[src/core/eprom_host_pkg.sv]
// Shared constants and carrier types for the memory-programmer host
package eprom_host_pkg;
  localparam int ADDR_W          = 14;      // Address lines on the device
  localparam int DATA_W          = 8;       // Byte-wide data pins
  localparam int CNT_W           = 24;      // Wait counter width
  localparam int CLK_NS          = 100;     // Period of i_clk
  localparam int T_ACCESS_NS     = 300;     // Slowest access time
  localparam int T_SETUP_NS      = 2000;    // Address/data setup before strobe
  localparam int T_PULSE_NS      = 1000000; // One program pulse, 1 ms
  localparam int SYNC_STAGES     = 2;       // Flops on the returning data
  localparam int ID_BYTE_SEL_BIT = 0;       // id_byte_select_line position
  localparam int ID_HV_LINE_BIT  = 9;       // id_high_voltage_line position
  // Least times round up to whole cycles
  localparam int ACCESS_CYC = (T_ACCESS_NS + CLK_NS - 1) / CLK_NS;
  localparam int SETUP_CYC  = (T_SETUP_NS + CLK_NS - 1) / CLK_NS;
  localparam int PULSE_CYC  = (T_PULSE_NS + CLK_NS - 1) / CLK_NS;
  localparam logic [CNT_W-1:0] ACCESS_WAIT = CNT_W'(ACCESS_CYC + SYNC_STAGES);
  localparam logic [CNT_W-1:0] SETUP_WAIT  = CNT_W'(SETUP_CYC);
  localparam logic [CNT_W-1:0] CNT_ZERO    = '0;
  localparam logic [CNT_W-1:0] CNT_ONE     = CNT_W'(1);
  localparam logic [DATA_W-1:0] BLANK_BYTE = 8'hff; // Erased cells read ones
  localparam logic [ADDR_W-1:0] ADDR_ZERO  = '0;

  // Host operations
  typedef enum logic [1:0] {
    OP_READ    = 2'h0,  // Plain read
    OP_IDENT   = 2'h1,  // Identifier byte readout
    OP_PROGRAM = 2'h2   // Program pulse followed by verify
  } op_t;

  // One request from the user side
  typedef struct packed {
    op_t               op;    // Operation
    logic [ADDR_W-1:0] addr;  // Byte address
    logic [DATA_W-1:0] data;  // Byte to program
  } cmd_t;

  // Control pins toward the device
  typedef struct packed {
    logic [ADDR_W-1:0] addr;                  // Address lines
    logic              dev_select_n;          // Device select, low active
    logic              out_gate_n;            // Output gate, low active
    logic              program_strobe_n;      // Program strobe, low active
    logic              vpp_prog;              // Programming supply raised
    logic              id_high_voltage_level; // High level on id line
  } pins_t;

  localparam pins_t PINS_STANDBY = '{addr: '0, dev_select_n: 1'b1,
    out_gate_n: 1'b1, program_strobe_n: 1'b1, vpp_prog: 1'b0,
    id_high_voltage_level: 1'b0};
endpackage

[src/core/eprom_host.sv]
// Host controller that drives a UV-erasable byte memory through its pins
// Notes on behaviour
// Seven modes come from the control pin mix
// Data appears only with select and gate low
// Device select governs power and selection
// Output gate only controls pin driving
// Select high puts device in standby
// Standby floats outputs whatever the gate
// Identifier needs high level, select/gate low
// Erased cells read as all ones
// Programming clears only the zero bits
// Zeros never return to one electrically
// Program needs supply raised, select, strobe low
// Host drives all eight data bits when programming
// Only one decoded device selected at once
// Output gate follows the read strobe
// Verify by readback with supply still raised
// High select or strobe inhibits programming
// Lowest address picks maker or part code
// Identifier bytes carry odd parity, top bit
// Gate high while programming, low for verify
// High levels are separate qualifier signals
`timescale 1ns/1ps
module eprom_host
  import eprom_host_pkg::*;
#(
  parameter int PULSE_CYCLES = PULSE_CYC     // Program pulse length
) (
  input  wire logic                               i_clk,   // 10 MHz clock
  input  wire logic                               i_rst,   // Sync reset
  input  wire logic                               i_cmd_valid, // Request
  input  wire eprom_host_pkg::cmd_t               i_cmd,   // Request fields
  output logic                                    o_ready, // Can accept
  output logic                                    o_done,  // Op finished
  output logic [eprom_host_pkg::DATA_W-1:0]       o_rdata, // Byte read
  output logic                                    o_verify_ok, // Match
  output logic                                    o_blank, // Read all ones
  output logic                                    o_stuck_zero, // 0 vs 1
  output logic                                    o_id_parity_ok, // Odd
  output eprom_host_pkg::pins_t                   o_pins,  // Control pins
  output logic [eprom_host_pkg::DATA_W-1:0]       o_data_out, // Data drive
  output logic                                    o_data_oe, // Data enable
  input  wire logic [eprom_host_pkg::DATA_W-1:0]  i_data_in  // Data pins
);
  import eprom_host_pkg::*;

  // One-hot sequencer states
  typedef enum logic [5:0] {
    S_IDLE    = 6'h01,  // Device in standby, waiting
    S_SETUP   = 6'h02,  // Address and levels settling
    S_ACCESS  = 6'h04,  // Waiting for data; gate high in first program wait
    S_PULSE   = 6'h08,  // Program strobe low
    S_RECOVER = 6'h10,  // Strobe released, data released
    S_DONE    = 6'h20   // Report and return to standby
  } state_t;

  state_t            state_q, state_d;      // Sequencer
  cmd_t              cmd_q, cmd_d;          // Latched request
  logic [CNT_W-1:0]  cnt_q, cnt_d;          // Wait counter
  pins_t             pins_q, pins_d;        // Control pins
  logic [DATA_W-1:0] dout_q, dout_d;        // Data driven out
  logic              oe_q, oe_d;            // Data driver enable
  logic [DATA_W-1:0] rdata_q, rdata_d;      // Captured byte
  logic              ready_q, ready_d;      // Accepting
  logic              done_q, done_d;        // Finished pulse
  logic              vok_q, vok_d;          // Verify match
  logic              blank_q, blank_d;      // All ones read
  logic              stuck_q, stuck_d;      // Zero where one wanted
  logic              par_q, par_d;          // Identifier parity good
  logic [DATA_W-1:0] din_sync;              // Synchronised data pins

  // Data pins come from another domain: two flops first
  byte_sync #(.W(DATA_W)) u_sync (
    .i_clk   (i_clk),
    .i_rst   (i_rst),
    .i_async (i_data_in),
    .o_sync  (din_sync)
  );

  // Sequencer next-state and pin levels
  always_comb begin
    state_d = state_q;
    cmd_d   = cmd_q;
    cnt_d   = cnt_q;
    pins_d  = pins_q;
    dout_d  = dout_q;
    oe_d    = oe_q;
    rdata_d = rdata_q;
    ready_d = ready_q;
    done_d  = 1'b0;
    vok_d   = vok_q;
    blank_d = blank_q;
    stuck_d = stuck_q;
    par_d   = par_q;
    unique case (state_q)
      S_IDLE: begin
        // Only this device is selected; others are the user's concern
        if (i_cmd_valid) begin
          cmd_d   = i_cmd;
          ready_d = 1'b0;
          cnt_d   = SETUP_WAIT;
          pins_d.addr         = i_cmd.addr;
          pins_d.dev_select_n = 1'b0;
          unique case (i_cmd.op)
            OP_IDENT: begin
              // All lines low except the byte select line
              pins_d.addr = ADDR_ZERO;
              pins_d.addr[ID_BYTE_SEL_BIT] =
                i_cmd.addr[ID_BYTE_SEL_BIT];
              pins_d.id_high_voltage_level = 1'b1;
            end
            OP_PROGRAM: begin
              // Supply up, gate high, byte driven as a whole
              pins_d.vpp_prog = 1'b1;
              dout_d = i_cmd.data;
              oe_d   = 1'b1;
            end
            default: begin
              // Plain read or unused code: read levels only
            end
          endcase
          state_d = S_SETUP;
        end
      end
      S_SETUP: begin
        if (cnt_q == CNT_ZERO) begin
          if (cmd_q.op == OP_PROGRAM) begin
            pins_d.program_strobe_n = 1'b0;
            cnt_d   = CNT_W'(PULSE_CYCLES - 1);
            state_d = S_PULSE;
          end else begin
            pins_d.out_gate_n = 1'b0;
            cnt_d   = ACCESS_WAIT;
            state_d = S_ACCESS;
          end
        end else begin
          cnt_d = cnt_q - CNT_ONE;
        end
      end
      S_PULSE: begin
        if (cnt_q == CNT_ZERO) begin
          pins_d.program_strobe_n = 1'b1;
          state_d = S_RECOVER;
        end else begin
          cnt_d = cnt_q - CNT_ONE;
        end
      end
      S_RECOVER: begin
        // Release data before gating the device onto the pins
        oe_d    = 1'b0;
        cnt_d   = ACCESS_WAIT;
        state_d = S_ACCESS;
      end
      S_ACCESS: begin
        // Supply stays raised here when verifying
        if (cnt_q == CNT_ZERO) begin
          // Program: first wait lets the data driver let go, second
          // is the verify read with the supply still raised
          if (cmd_q.op == OP_PROGRAM && pins_q.out_gate_n) begin
            pins_d.out_gate_n = 1'b0;
            cnt_d = ACCESS_WAIT;
          end else begin
            rdata_d = din_sync;
            pins_d.out_gate_n = 1'b1;
            state_d = S_DONE;
          end
        end else begin
          cnt_d = cnt_q - CNT_ONE;
        end
      end
      S_DONE: begin
        // Back to standby; outputs of the device float
        pins_d  = PINS_STANDBY;
        done_d  = 1'b1;
        ready_d = 1'b1;
        blank_d = (rdata_q == BLANK_BYTE);
        vok_d   = (cmd_q.op == OP_PROGRAM) && (rdata_q == cmd_q.data);
        // A one asked for over a programmed zero cannot come back
        stuck_d = (cmd_q.op == OP_PROGRAM) &&
                  ((cmd_q.data & ~rdata_q) != '0);
        par_d   = ^rdata_q;
        state_d = S_IDLE;
      end
      default: begin
        // Illegal one-hot code: park safely
        pins_d  = PINS_STANDBY;
        oe_d    = 1'b0;
        ready_d = 1'b1;
        state_d = S_IDLE;
      end
    endcase
  end

  // Sequencer registers
  always_ff @(posedge i_clk) begin
    if (i_rst) begin
      state_q <= S_IDLE;
      cmd_q   <= '0;
      cnt_q   <= '0;
      pins_q  <= PINS_STANDBY;
      dout_q  <= '0;
      oe_q    <= 1'b0;
      rdata_q <= '0;
      ready_q <= 1'b1;
      done_q  <= 1'b0;
      vok_q   <= 1'b0;
      blank_q <= 1'b0;
      stuck_q <= 1'b0;
      par_q   <= 1'b0;
    end else begin
      state_q <= state_d;
      cmd_q   <= cmd_d;
      cnt_q   <= cnt_d;
      pins_q  <= pins_d;
      dout_q  <= dout_d;
      oe_q    <= oe_d;
      rdata_q <= rdata_d;
      ready_q <= ready_d;
      done_q  <= done_d;
      vok_q   <= vok_d;
      blank_q <= blank_d;
      stuck_q <= stuck_d;
      par_q   <= par_d;
    end
  end

  // Every output straight from a flop
  assign o_pins         = pins_q;
  assign o_data_out     = dout_q;
  assign o_data_oe      = oe_q;
  assign o_rdata        = rdata_q;
  assign o_ready        = ready_q;
  assign o_done         = done_q;
  assign o_verify_ok    = vok_q;
  assign o_blank        = blank_q;
  assign o_stuck_zero   = stuck_q;
  assign o_id_parity_ok = par_q;

  // Helper: length of the current strobe-low stretch
  int low_len_q;
  always_ff @(posedge i_clk) begin
    if (i_rst || pins_q.program_strobe_n) begin
      low_len_q <= 0;
    end else begin
      low_len_q <= low_len_q + 1;
    end
  end

  localparam int DONE_MAX = 40;  // Bound for non-program operations
endmodule // eprom_host

[src/core/byte_sync.sv]
// Two-flop synchroniser for the byte coming back from the device pins
`timescale 1ns/1ps
module byte_sync #(
  parameter int W = 8                 // Width of the bus
) (
  input  wire logic         i_clk,    // System clock
  input  wire logic         i_rst,    // Synchronous reset, high
  input  wire logic [W-1:0] i_async,  // Unsynchronised pins
  output logic      [W-1:0] o_sync    // Safe copy
);
  logic [W-1:0] meta_q;  // First stage, read only by the second
  logic [W-1:0] meta_d;  // Next first stage
  logic [W-1:0] sync_q;  // Second stage
  logic [W-1:0] sync_d;  // Next second stage

  // Next values
  always_comb begin
    meta_d = i_async;
    sync_d = meta_q;
  end

  // Registers; reset loads constants only
  always_ff @(posedge i_clk) begin
    if (i_rst) begin
      meta_q <= '0;
      sync_q <= '0;
    end else begin
      meta_q <= meta_d;
      sync_q <= sync_d;
    end
  end

  assign o_sync = sync_q;
endmodule // byte_sync

[config.mk]
export PLATFORM = sky130hd
export DESIGN_NAME = eprom_host
export DESIGN_NICKNAME = d
export VERILOG_FILES = /design/src/core/eprom_host_pkg.sv /design/src/core/eprom_host.sv /design/src/core/byte_sync.sv
export SDC_FILE = /design/constraint.sdc
export NUM_CORES = 1
export LEC_CHECK = 0
export ABC_AREA = 1
export BUFFER_PORTS_ARGS = -buffer_cell sky130_fd_sc_hd__buf_4
export CAP_MARGIN = 20
export CORE_MARGIN = 2
export CORE_UTILIZATION = 30
export DETAILED_ROUTE_END_ITERATION = 10
export HOLD_SLACK_MARGIN = 0.06
export SYNTH_ARGS = -nofsm -noshare
export SYNTH_HDL_FRONTEND = slang
export SYNTH_SLANG_ARGS = --single-unit
export TNS_END_PERCENT = 50
[constraint.sdc]
create_clock -name i_clk -period 2.88 [get_ports i_clk]
set_input_delay 0.432 -clock i_clk [delete_from_list [all_inputs] [get_ports i_clk]]
set_output_delay 0.432 -clock i_clk [all_outputs]
set_load 0.01 [all_outputs]
==> results.md, run 1 <==
- The cell area after layout is roughly 0.0056 mm2.
- The synthesized netlist occupies a cell area of ~0.0046 mm2.
- The average wire per standard cell is around 12 um.
- The post-cts resize count is 0.
- The library cell used most frequently in the layout, excluding fill and tap cells, is sky130_fd_sc_hd__nand2_1.
- The all-layer global routing usage is ~14%.
- The buffers inserted during post-CTS setup optimization is 0.
- Together, buffers and inverters on the worst path number 2.
- Summing the areas of all and, or, nand and nor instances in the mapped netlist gives between 30% and 40% of the synthesized area.
- The count of hold-fix buffers inserted at cts is 0.
- The floorplan has between 40 and 50 rows.
- Of all nets on the critical path, the largest fanout is approximately 40.
- Subtracting the final worst setup slack from the clock period gives approximately 2.2 ns.
- The post-synthesis sequential element count is 97.
- The final number of setup-violating endpoints is 0.
- The compound-gate portion of the synthesized area is approximately an eighth.
- The synthesized netlist devotes between 3 and 4% of its cell area to adder and majority cells.
- The die outline area is approximately 0.016 mm2.
- The worst setup path is captured at a flip-flop.
- The worst setup path is of the reg -> reg kind.
- For the final database, setup skew stands at roughly 0.011 ns.
- The clock sink total is 97.
- The via count of the first global-routing pass is slightly below 4000.
- The cell taking the most area after synthesis is sky130_fd_sc_hd__dfxtp_1.
- The run finished with clean final reports.
- For this run, the number of Yosys warnings is 0.
- The master of the slowest instance on the critical path is sky130_fd_sc_hd__nor2_8.
- The number of placed instances, taps included, is 870.
- The clock-pin slew reported for the worst setup and hold paths after clock tree synthesis is about 0.070 ns.
- For this run, the slowest stage of the critical path takes ~0.45 ns.
- The tightest min-delay check is of the in -> reg type.
- The number of max-slew violations in the final report came to 0.
- The post-place setup slack is 0.727 ns.
- No sink is reached through more buffers than the 2 on the longest clock path.
- The top-level I/O count is slightly below 80.
- Of the synthesized area, sequential elements account for a little over two fifths.
- The tightest hold path in the finished design has a slack of ~0.28 ns.
- The worst-skew pair later-pin latency is 0.36 ns.
- The timing-limited maximum frequency is ~460 MHz.
- The area of the core is between 0.015 and 0.02 mm2.
- The global-route wire length before repair is 18.7 mm.
- The number of clock buffers added by TritonCTS is 9.
- Data on the critical path arrives at its endpoint at about 2.4 ns.
- The slew at the pin with the worst max-slew slack is 0.772 ns.
- The multiplexer share of the synthesized area is 0%.
- At the worst endpoint, the required time is between 3 and 4 ns.
- The end-of-flow core utilization is ~37%.
- The total via count after detailed routing is between 4000 and 5000.
- The layout cell share with drive strength beyond 1 is between 10% and 20%.
- After detailed routing, the total wire length is between 10 and 15 mm.
- The critical path launch point type is a flip-flop.
- After synthesis, the largest family of logic cells by area is simple AND/OR/NAND/NOR gates.
- The floorplan step set the die width to roughly 130 um.
- In this run the remaining antenna-violating nets after routing total 0.
- The clock tree root buffer cell is sky130_fd_sc_hd__clkbuf_16.
- Summed over all cells, the static leakage comes to 2.58 nW.
- The post-layout instance count excluding filler cells is 886.
- From bottom edge to top edge, the die measures roughly 130 um.
- The worst-case IR drop observed on VDD is 0.456 mV.
- In this run, distinct cell masters in the synthesized netlist total 41.
- Counting cells, the worst reg-to-reg path comes to 10.
- Summing the areas of all xor and xnor instances in the mapped netlist gives approximately 1.5% of the synthesized area.
- The total power density per cell area is about 1200 mW/mm2.
- The final critical-path share of the clock period is 75.1%.
- Setup repair after global routing left no endpoint under its margin.
- In this run the number of cells on the critical path is 10.
- The share of the synthesized area in the top cell type is between 40 and 50%.
- The worst hold path was traced through 3 stages.
- Setup total negative slack on the finished layout was measured at 0 ns.
- The number of enable-type register cells in the synthesized netlist is 0.
- The synthesized net count is between 600 and 700.
- In the post-route analysis, the smallest setup slack over all paths is approximately 0.72 ns.
- The CTS tree is built.
- The number of endpoints with negative hold slack in the final report was 0.
- Summing all placed instances gives a cell area of about 0.0053 mm2.
- In this run the number of H-tree levels came out at 3.
- The count of nets after finishing is about 740.
- The top flip-flop cell by instance count after synthesis is sky130_fd_sc_hd__dfxtp_1.
- In this run, the number of DRC markers left after iteration 0 of detailed routing was 272.
- The average instance in the mapped netlist occupies around 7.4 um2.
- The pre-antenna-repair detailed-routing pass consisted of 4 iterations.
- After detailed routing, the number of remaining DRC violations is 0.
- Using the TritonRoute via totals, the vias-per-cell ratio works out to between 4 and 5.
- The total design power is around 6.6 mW.
- The routability-driven placement congestion ratio is between 0.8 and 0.9.
- Headroom to the max-slew limit came out at roughly half.
- The library cells used most frequently in the layout, excluding fill and tap cells, are sky130_fd_sc_hd__nand2_1 (115), sky130_fd_sc_hd__dfxtp_1 (97), sky130_fd_sc_hd__nor2_1 (95).
- Walking the worst path, the cells encountered are inv_1 -> ha_1 -> nand2_2 -> nor2_2 -> nand4_4 -> nand2_4 -> nor2_8 -> clkinv_4 -> nand2_1 -> a21oi_1.
- The layout overhead on the synthesized area is 22.7%.
- The detailed placement HPWL is 8.01 mm.
- The largest delay contributor family on the critical path is simple AND/OR/NAND/NOR gates.
- By area the synthesized netlist is led by sky130_fd_sc_hd__dfxtp_1 (42%), sky130_fd_sc_hd__nand2_1 (9.4%), sky130_fd_sc_hd__nor2_1 (7.8%).
- Across the run, the number of max-cap violations was 0.
- Counting every instance in the synthesized netlist gives between 600 and 700.
- The maximum number of pins on one net before global-route repair is 42.
- The antenna diode instance count is 0.
- In the synthesized netlist the async set-or-reset flop fraction comes to 0%.
- The remaining global-route overflow is 0.
- The starting utilization of the core area is about 30%.
- The number of antenna violations at the first check in global routing was 0.
- The count of input and output buffers is 76.
==> worst paths after layout <==
path,to,startpoint,slack (ns)
max,cnt_q[8],cnt_q[0],0.72
min,u_sync.meta_q[7],i_data_in[7],0.28
max reg2reg,cnt_q[8],cnt_q[0],0.72
min reg2reg,u_sync.o_sync[3],u_sync.meta_q[3],0.41
==> where the power goes <==
part           leakage, nW  internal (mW)  switching, mW  total, mW
sequential           0.792           1.64          0.246       1.89
combinational         1.64           1.19           2.26       3.45
clock                0.156          0.700          0.575       1.27
total                 2.58           3.54           3.08       6.62
==> Yosys cell counts (3+ instances only) <==
cell,count
sky130_fd_sc_hd__xor2_1,5
sky130_fd_sc_hd__xnor2_1,3
sky130_fd_sc_hd__nor4_1,5
sky130_fd_sc_hd__nand3_1,42
sky130_fd_sc_hd__clkbuf_1,10
sky130_fd_sc_hd__ha_1,13
sky130_fd_sc_hd__a211oi_1,17
sky130_fd_sc_hd__nor3_1,8
sky130_fd_sc_hd__nand3b_1,3
sky130_fd_sc_hd__nor2_4,6
sky130_fd_sc_hd__nor2_2,10
sky130_fd_sc_hd__nand2_2,4
sky130_fd_sc_hd__nand4_1,10
sky130_fd_sc_hd__nand3_2,3
sky130_fd_sc_hd__dfxtp_1,97
sky130_fd_sc_hd__nand2_4,3
sky130_fd_sc_hd__nor2_1,95
sky130_fd_sc_hd__o21ai_0,16
sky130_fd_sc_hd__nand2_1,115
sky130_fd_sc_hd__inv_1,76
sky130_fd_sc_hd__a21oi_1,52
sky130_fd_sc_hd__buf_4,5
==> layout make-up <==
cell class,count,area (um2)
clock inverter,7,92.6
clock buffer,9,225
timing repair buffer,81,608
multi-input combinational,425,2220
inverter,79,302
fill,1611,9460
sequential,97,1940
tap,188,235
==> worst register-to-register path, stage by stage (launching register included) <==
cell and delay [ns]:
sky130_fd_sc_hd__dfxtp_1 0.37, sky130_fd_sc_hd__inv_1 0.06, sky130_fd_sc_hd__ha_1 0.24, sky130_fd_sc_hd__nand2_2 0.16, sky130_fd_sc_hd__nor2_2 0.08, sky130_fd_sc_hd__nand4_4 0.21
sky130_fd_sc_hd__nand2_4 0.09, sky130_fd_sc_hd__nor2_8 0.45, sky130_fd_sc_hd__clkinv_4 0.20, sky130_fd_sc_hd__nand2_1 0.10, sky130_fd_sc_hd__a21oi_1 0.07
==> logic make-up after synthesis <==
group / after synthesis
compound gates: 93
xor+xnor: 8
fa+ha+maj: 13
buf+inv: 99
flops: 97
simple gates: 311
==> registers in the layout, indices dropped and copies added, names as in the netlist <==
signal and count:
cnt_q 24, o_pins 18, cmd_q 10, o_data_out 8
o_rdata 8, u_sync.meta_q 8, u_sync.o_sync 8, state_q 6
o_blank 1, o_data_oe 1, o_done 1, o_id_parity_ok 1
o_ready 1, o_stuck_zero 1, o_verify_ok 1
==> per-layer routing <==
layer	routed length, um	track usage [%]
met5	0	0
met4	199	4.91
met3	384	3.48
met2	5150	23.4
met1	5230	18.6
Power figures use the tool's default switching activity.
==> run 2, diff against run 1 <==
==> constraint.sdc (replaced) <==
create_clock -name i_clk -period 2.05 [get_ports i_clk]
set_input_delay 0.3075 -clock i_clk [delete_from_list [all_inputs] [get_ports i_clk]]
set_output_delay 0.3075 -clock i_clk [all_outputs]
set_load 0.01 [all_outputs]
==> run 2 against run 1 <==
  * Via count rose by 0.86%
  * Non-clock buffer count rose by 12
  * Worst hold slack got worse by 0.13 ns
  * Sequential share of layout area fell by 0.57 points
  * First-iteration DRC count fell by 13%
  * Die area did not move
  * Worst setup slack got worse by 0.58 ns
  * Final cell count rose by 1.4%
  * Global-route usage barely moved
  * Design area rose by 1.7%
==> results.md, run 2 (synthesized netlist as in run 1, its figures left out) <==
- The clock skew is 0.00584 ns (-0.00470 ns).
- The routability-driven placement congestion ratio is 0.857 (+0.40%).
- The worst setup path is captured at a flip-flop.
- The layout cell share with drive strength beyond 1 was 20.4% (+1.5 points).
- The peak supply drop was 0.634 mV (+39%).
- The number of levels in the clock H-tree is 3 (unchanged).
- The clock tree root buffer cell is sky130_fd_sc_hd__clkbuf_16.
- The most common cell after layout, fill and taps aside is sky130_fd_sc_hd__nand2_1.
- The number of endpoints with negative hold slack in the final report is 0 (unchanged).
- The floorplan die width is 128 um (unchanged).
- The count of hold-fix buffers inserted at cts was 0 (unchanged).
- The total design power is 9.57 mW (+45%).
- The average wire per standard cell is 12.5 um (+0.68%).
- The top-level I/O count was 77 (unchanged).
- The final critical path time including I/O delays and setup is 1.91 ns (-0.251 ns).
- The via count of the first global-routing pass is 3929 (+1.9%).
- The count of input and output buffers came to 76 (unchanged).
- The critical path goes through inv_1 -> ha_1 -> nand2_2 -> nor2_4 -> nand4_1 -> nand2_4 -> nor2_8 -> buf_4 -> a21oi_4 -> nand2_1 -> nor2_1.
- The headroom to the max-slew limit came to 65.6% (+17 points).
- The remaining global-route overflow is 0 (unchanged).
- The maximum fanout count along the critical path is 13 (-68%).
- The number of buffers added by the clock tree synthesis step was 9 (unchanged).
- The total via count after detailed routing is 4103 (+0.86%).
- The number of flip-flops in the largest register is 24 (unchanged).
- The maximum root-to-sink buffer count is 2 (unchanged).
- In the layout the commonest cells are sky130_fd_sc_hd__nand2_1 (115), sky130_fd_sc_hd__dfxtp_1 (97), sky130_fd_sc_hd__nor2_1 (94).
- The maximum number of pins on one net before global-route repair came to 31 (-26%).
- The total power density per cell area is 1670 mW/mm2 (+42%).
- The flow ran to the end, and the final reports show no timing, DRC or antenna violations.
- The remaining antenna violation count came to 0 (unchanged).
- The die outline area came to 0.0163 mm2 (unchanged).
- The critical path launch point type is a flip-flop.
- The number of remaining DRC errors is 0 (unchanged).
- The routed via count divided by cell count came to 4.57 (-0.49%).
- The detailed placement HPWL is 8.25 mm (+3.0%).
- The clock-pin slew reported for the worst setup and hold paths after clock tree synthesis is 0.07 ns (about the same).
- The slowest stage of the critical path is the sky130_fd_sc_hd__dfxtp_1 cell.
- The violation count after the first detailed-route iteration is 236 (-13%).
- The iteration count of the initial detailed-routing pass came to 4 (unchanged).
- The area of the core is 0.0151 mm2 (unchanged).
- The antenna diode instance count is 0 (unchanged).
- The total of max-cap violations is 0 (unchanged).
- The global-route wire length before repair is 18.8 mm (+0.48%).
- Ranked by flip-flop count, first place goes to cnt_q.
- The number of max-slew violations in the final report was 0 (unchanged).
- The standard-cell row count came to 45 (unchanged).
- The timing-limited maximum frequency is 523 MHz (+13%).
- The final number of setup-violating endpoints came to 0 (unchanged).
- The largest incremental delay on the critical path is 0.38 ns (-0.07 ns).
- The reported leakage power is 2.63 nW (+1.9%).
- The worst-skew pair later-pin latency came to 0.35 ns (about the same).
- The worst-case setup margin in the final layout is 0.139 ns (-0.579 ns).
- The worst endpoint data arrival time is 2.16 ns (-0.22 ns).
- The number of antenna violations at the first check in global routing came to 0 (unchanged).
- The critical path class is reg -> reg.
- The path category of the worst min-delay check is in -> reg.
- The layout overhead on the synthesized area is 24.7%.
- The slew at the pin with the worst max-slew slack came to 0.511 ns (-0.261 ns).
- The starting utilization of the core area is 30.4% (unchanged).
- The required time of the critical path is 2.30 ns (-0.80 ns).
- The post-place setup slack is 0.113 ns (-0.613 ns).
- The sum of routed wire length over all layers came to 11.2 mm (+2.0%).
- The CTS tree is built.
- The all-layer global routing usage came to 14.3% (-0.025 points).
- The final critical-path share of the clock period is 93.2% (+18 points).
- The combined buffer and inverter count along the critical path is 2 (unchanged).
- The die boundary height is 128 um (unchanged).
- The largest delay contributor family on the critical path is simple AND/OR/NAND/NOR gates.
- The clock sink total came to 97 (unchanged).
- The count of nets after finishing is 753 (+1.6%).
run 2: cell count changes in the layout (fill, tap and decap cells not counted), sizes merged:
cell | previous run | this run
clkinvlp | 0 | 2
clkinv | 3 | 2
inv | 82 | 80
buf | 81 | 93
clkbuf | 9 | 10
run 2: worst min-delay path: cells and delay by family:
| kind | cells | cell delay [ns] |
|---|---|---|
| buf+inv | 2 | 0.11 |
| simple gates | 1 | 0.06 |
run 2: worst paths after layout:
check | startpoint | to | slack, ns | cells past startpoint
max | cnt_q[0] | cnt_q[5] | 0.14 | 11
min | i_data_in[6] | u_sync.meta_q[6] | 0.16 | 3
max reg2reg | cnt_q[0] | cnt_q[5] | 0.14 | 11
min reg2reg | u_sync.meta_q[4] | u_sync.o_sync[4] | 0.41 | 2
run 2: layout make-up:
class	instances	area [um2]
Fill cell	1616	9370
Timing Repair Buffer	93	711
Inverter	79	302
Tap cell	188	235
Multi-Input combinational cell	425	2230
Sequential cell	97	1940
Clock inverter	6	73.8
Clock buffer	10	229
run 2: stage by stage:
| step | cell area [um2] | hold slack [ns] | setup TNS [ns] | util, % | std cells |
|---|---|---|---|---|---|
| 6_report | 5720 | 0.158 | 0 | 37.9 | 898 |
| 5_1_grt | 5720 | 0.150 | -0.0157 | 37.9 | 898 |
| 2_1_floorplan | 4590 | 0.388 | 0 | - | 621 |
| 4_1_cts | 5710 | 0.150 | 0 | 37.8 | 897 |
| 3_5_place_dp | 5400 | 0.399 | 0 | 35.8 | 881 |
| 3_3_place_gp | 5400 | 0.399 | 0 | 35.8 | 881 |
run 2: routing by layer:
| metal | share of wire, % | global-route usage, % | wire, um |
|---|---|---|---|
| met5 | 0 | 0 | 0 |
| met4 | 1.6 | 4.52 | 182 |
| met3 | 3.8 | 3.81 | 429 |
| met2 | 46 | 23.7 | 5160 |
| met1 | 48 | 18.3 | 5420 |
run 2: what timing repair did:
action,CTS,global route
endpoints found under the setup margin,0,12
buffers inserted,0,1
gates resized for setup,0,2
run 2: where the power goes:
group | internal [mW] | switching, mW
Combinational | 1.89 | 3.28
Sequential | 2.31 | 0.351
Clock | 0.964 | 0.776
==> run 3, diff against run 2 <==
--- a/config.mk
+++ b/config.mk
@@ -12,6 +12,7 @@
 export CORE_UTILIZATION = 30
 export DETAILED_ROUTE_END_ITERATION = 10
 export HOLD_SLACK_MARGIN = 0.06
+export MAX_ROUTING_LAYER = met4
 export SYNTH_ARGS = -nofsm -noshare
 export SYNTH_HDL_FRONTEND = slang
 export SYNTH_SLANG_ARGS = --single-unit
==> run 3 against run 2 <==
  * Clock skew up 0.00062 ns
  * Count of clock-buffer cells in the layout unchanged
  * Worst hold slack about the same
  * Clock power about the same
  * Register-to-register slack about the same
  * Die area unchanged
  * Critical path depth unchanged
  * Critical path type unchanged
  * Largest power group unchanged
==> results.md, run 3 (synthesized netlist as in run 1, its figures left out) <==
- The run finished with clean final reports.
- The routed via count divided by cell count was 4.56 (-0.19%).
- The violation count after the first detailed-route iteration is 231 (-2.1%).
- The count of nets after finishing is 753 (unchanged).
- The floorplan die width came to 128 um (unchanged).
- The antenna diode instance count came to 0 (unchanged).
- The headroom to the max-slew limit is 67.7% (+2.1 points).
- The number of endpoints with negative hold slack in the final report is 0 (unchanged).
- The die outline area came to 0.0163 mm2 (unchanged).
- The count of hold-fix buffers inserted at cts was 0 (unchanged).
- The sum of routed wire length over all layers was 11.1 mm (-0.36%).
- The number of buffers added by the clock tree synthesis step is 9 (unchanged).
- The number of antenna violations at the first check in global routing is 0 (unchanged).
- The worst setup path is captured at a flip-flop.
- The number of max-slew violations in the final report is 0 (unchanged).
- The timing-limited maximum frequency came to 523 MHz (about the same).
- The maximum fanout count along the critical path was 13 (unchanged).
- The clock-pin slew reported for the worst setup and hold paths after clock tree synthesis came to 0.07 ns (about the same).
- The final number of setup-violating endpoints is 0 (unchanged).
- The critical path goes through inv_1 -> ha_1 -> nand2_2 -> nor2_4 -> nand4_1 -> nand2_4 -> nor2_8 -> buf_4 -> a21oi_4 -> nand2_1 -> nor2_1.
- The die boundary height is 128 um (unchanged).
- The average wire per standard cell came to 12.4 um (-0.36%).
- The starting utilization of the core area is 30.4% (unchanged).
- The number of flip-flops in the largest register is 24 (unchanged).
- The global-route wire length before repair came to 18.8 mm (about the same).
- The peak supply drop is 0.637 mV (+0.33%).
- The critical path launch point type is a flip-flop.
- The number of remaining DRC errors is 0 (unchanged).
- The area of the core is 0.0151 mm2 (unchanged).
- The routability-driven placement congestion ratio is 0.870 (+1.6%).
- The number of fillers in the final layout is 1616 (unchanged).
- The clock tree root buffer cell is sky130_fd_sc_hd__clkbuf_16.
- The detailed placement HPWL is 8.25 mm (unchanged).
- The iteration count of the initial detailed-routing pass is 4 (unchanged).
- In the layout the commonest cells are sky130_fd_sc_hd__nand2_1 (115), sky130_fd_sc_hd__dfxtp_1 (97), sky130_fd_sc_hd__nor2_1 (94).
- The number of cells traversed by the worst register-to-register path is 11 (unchanged).
- The final critical path time including I/O delays and setup is 1.91 ns (+0.00118 ns).
- The maximum number of pins on one net before global-route repair is 31 (unchanged).
- The largest incremental delay on the critical path is 0.38 ns (about the same).
- The top-level I/O count is 77 (unchanged).
- The layout cell share with drive strength beyond 1 was 20.4% (unchanged).
- The remaining global-route overflow is 0 (unchanged).
- The layout overhead on the synthesized area is 24.7% (unchanged).
- The slew at the pin with the worst max-slew slack was 0.480 ns (-0.0312 ns).
- The number of levels in the clock H-tree is 3 (unchanged).
- The via count of the first global-routing pass is 3937 (+0.20%).
- The total design power came to 9.58 mW (about the same).
- The total via count after detailed routing came to 4095 (-0.19%).
- The remaining antenna violation count is 0 (unchanged).
- The required time of the critical path is 2.30 ns (about the same).
- The path category of the worst min-delay check is in -> reg.
- The final critical-path share of the clock period came to 93.3% (about the same).
- The all-layer global routing usage is 14.8% (+0.42 points).
- The reported leakage power was 2.63 nW (unchanged).
- The critical path class is reg -> reg.
- The clock skew was 0.00646 ns (+0.000618 ns).
- The count of input and output buffers is 76 (unchanged).
- The most common cell after layout, fill and taps aside is sky130_fd_sc_hd__nand2_1.
- The standard-cell row count was 45 (unchanged).
- The register with the highest flop count is cnt_q.
- The worst-skew pair later-pin latency is 0.35 ns (about the same).
- The total power density per cell area is 1670 mW/mm2 (about the same).
- The total of max-cap violations came to 0 (unchanged).
- The worst hold slack is 0.158 ns (+0.000295 ns).
- The end-of-flow core utilization came to 37.9% (unchanged).
- The clock sink total is 97 (unchanged).
- The maximum root-to-sink buffer count was 2 (unchanged).
- The CTS tree is built.
- The hold path depth was 3 (unchanged).
- The master of the slowest instance on the critical path is sky130_fd_sc_hd__dfxtp_1.
- The worst endpoint data arrival time is 2.16 ns (about the same).
==> run 3: cell type report <==
| cell class | count | area, um2 | share of cell area, % |
|---|---|---|---|
| Inverter | 79 | 302 | 5.27 |
| Clock buffer | 10 | 229 | 4.00 |
| Timing Repair Buffer | 93 | 711 | 12.4 |
| Multi-Input combinational cell | 425 | 2230 | 39.0 |
| Clock inverter | 6 | 73.8 | 1.29 |
| Tap cell | 188 | 235 | 4.11 |
| Sequential cell | 97 | 1940 | 33.9 |
==> run 3: metal layers <==
metal  vias up  routed length [um]  GRT usage [%]
li1       2170                   -              -
met1      1837                5360           18.3
met2        73                5110           23.7
met3        15                 485           3.85
met4         0                 185           4.52
met5         -                   0              -
==> run 3: through the flow <==
stage          area (um2)  TNS [ns]  setup slack (ns)  std cells
6_report             5720         0             0.137        898
5_1_grt              5720   -0.0157          -0.00954        898
4_1_cts              5710         0             0.106        897
3_5_place_dp         5400         0             0.113        881
3_3_place_gp         5400         0             0.175        881
2_1_floorplan        4590         0             0.366        621
==> run 3: critical path: cells and delay by family (launching register included) <==
family          cells  cell delay [ns]
flops               1             0.38
compound gates      1             0.09
simple gates        7             0.79
buf+inv             2             0.30
fa+ha+maj           1             0.24
==> run 3: report_power, final <==
group	leakage, nW	switching [mW]	internal [mW]
Clock	0.142	0.777	0.964
Combinational	1.70	3.29	1.89
Sequential	0.792	0.351	2.31
==> run 3: final timing paths <==
check / startpoint / to / slack (ns)
max: cnt_q[0] / cnt_q[5] / 0.14
max reg2reg: cnt_q[0] / cnt_q[5] / 0.14
min: i_data_in[6] / u_sync.meta_q[6] / 0.16
min reg2reg: u_sync.meta_q[4] / u_sync.o_sync[4] / 0.41
==> run 3: what timing repair did <==
action,in CTS,in global routing
endpoints found under the setup margin,0,12
setup buffers,0,1
gates resized for setup,0,2
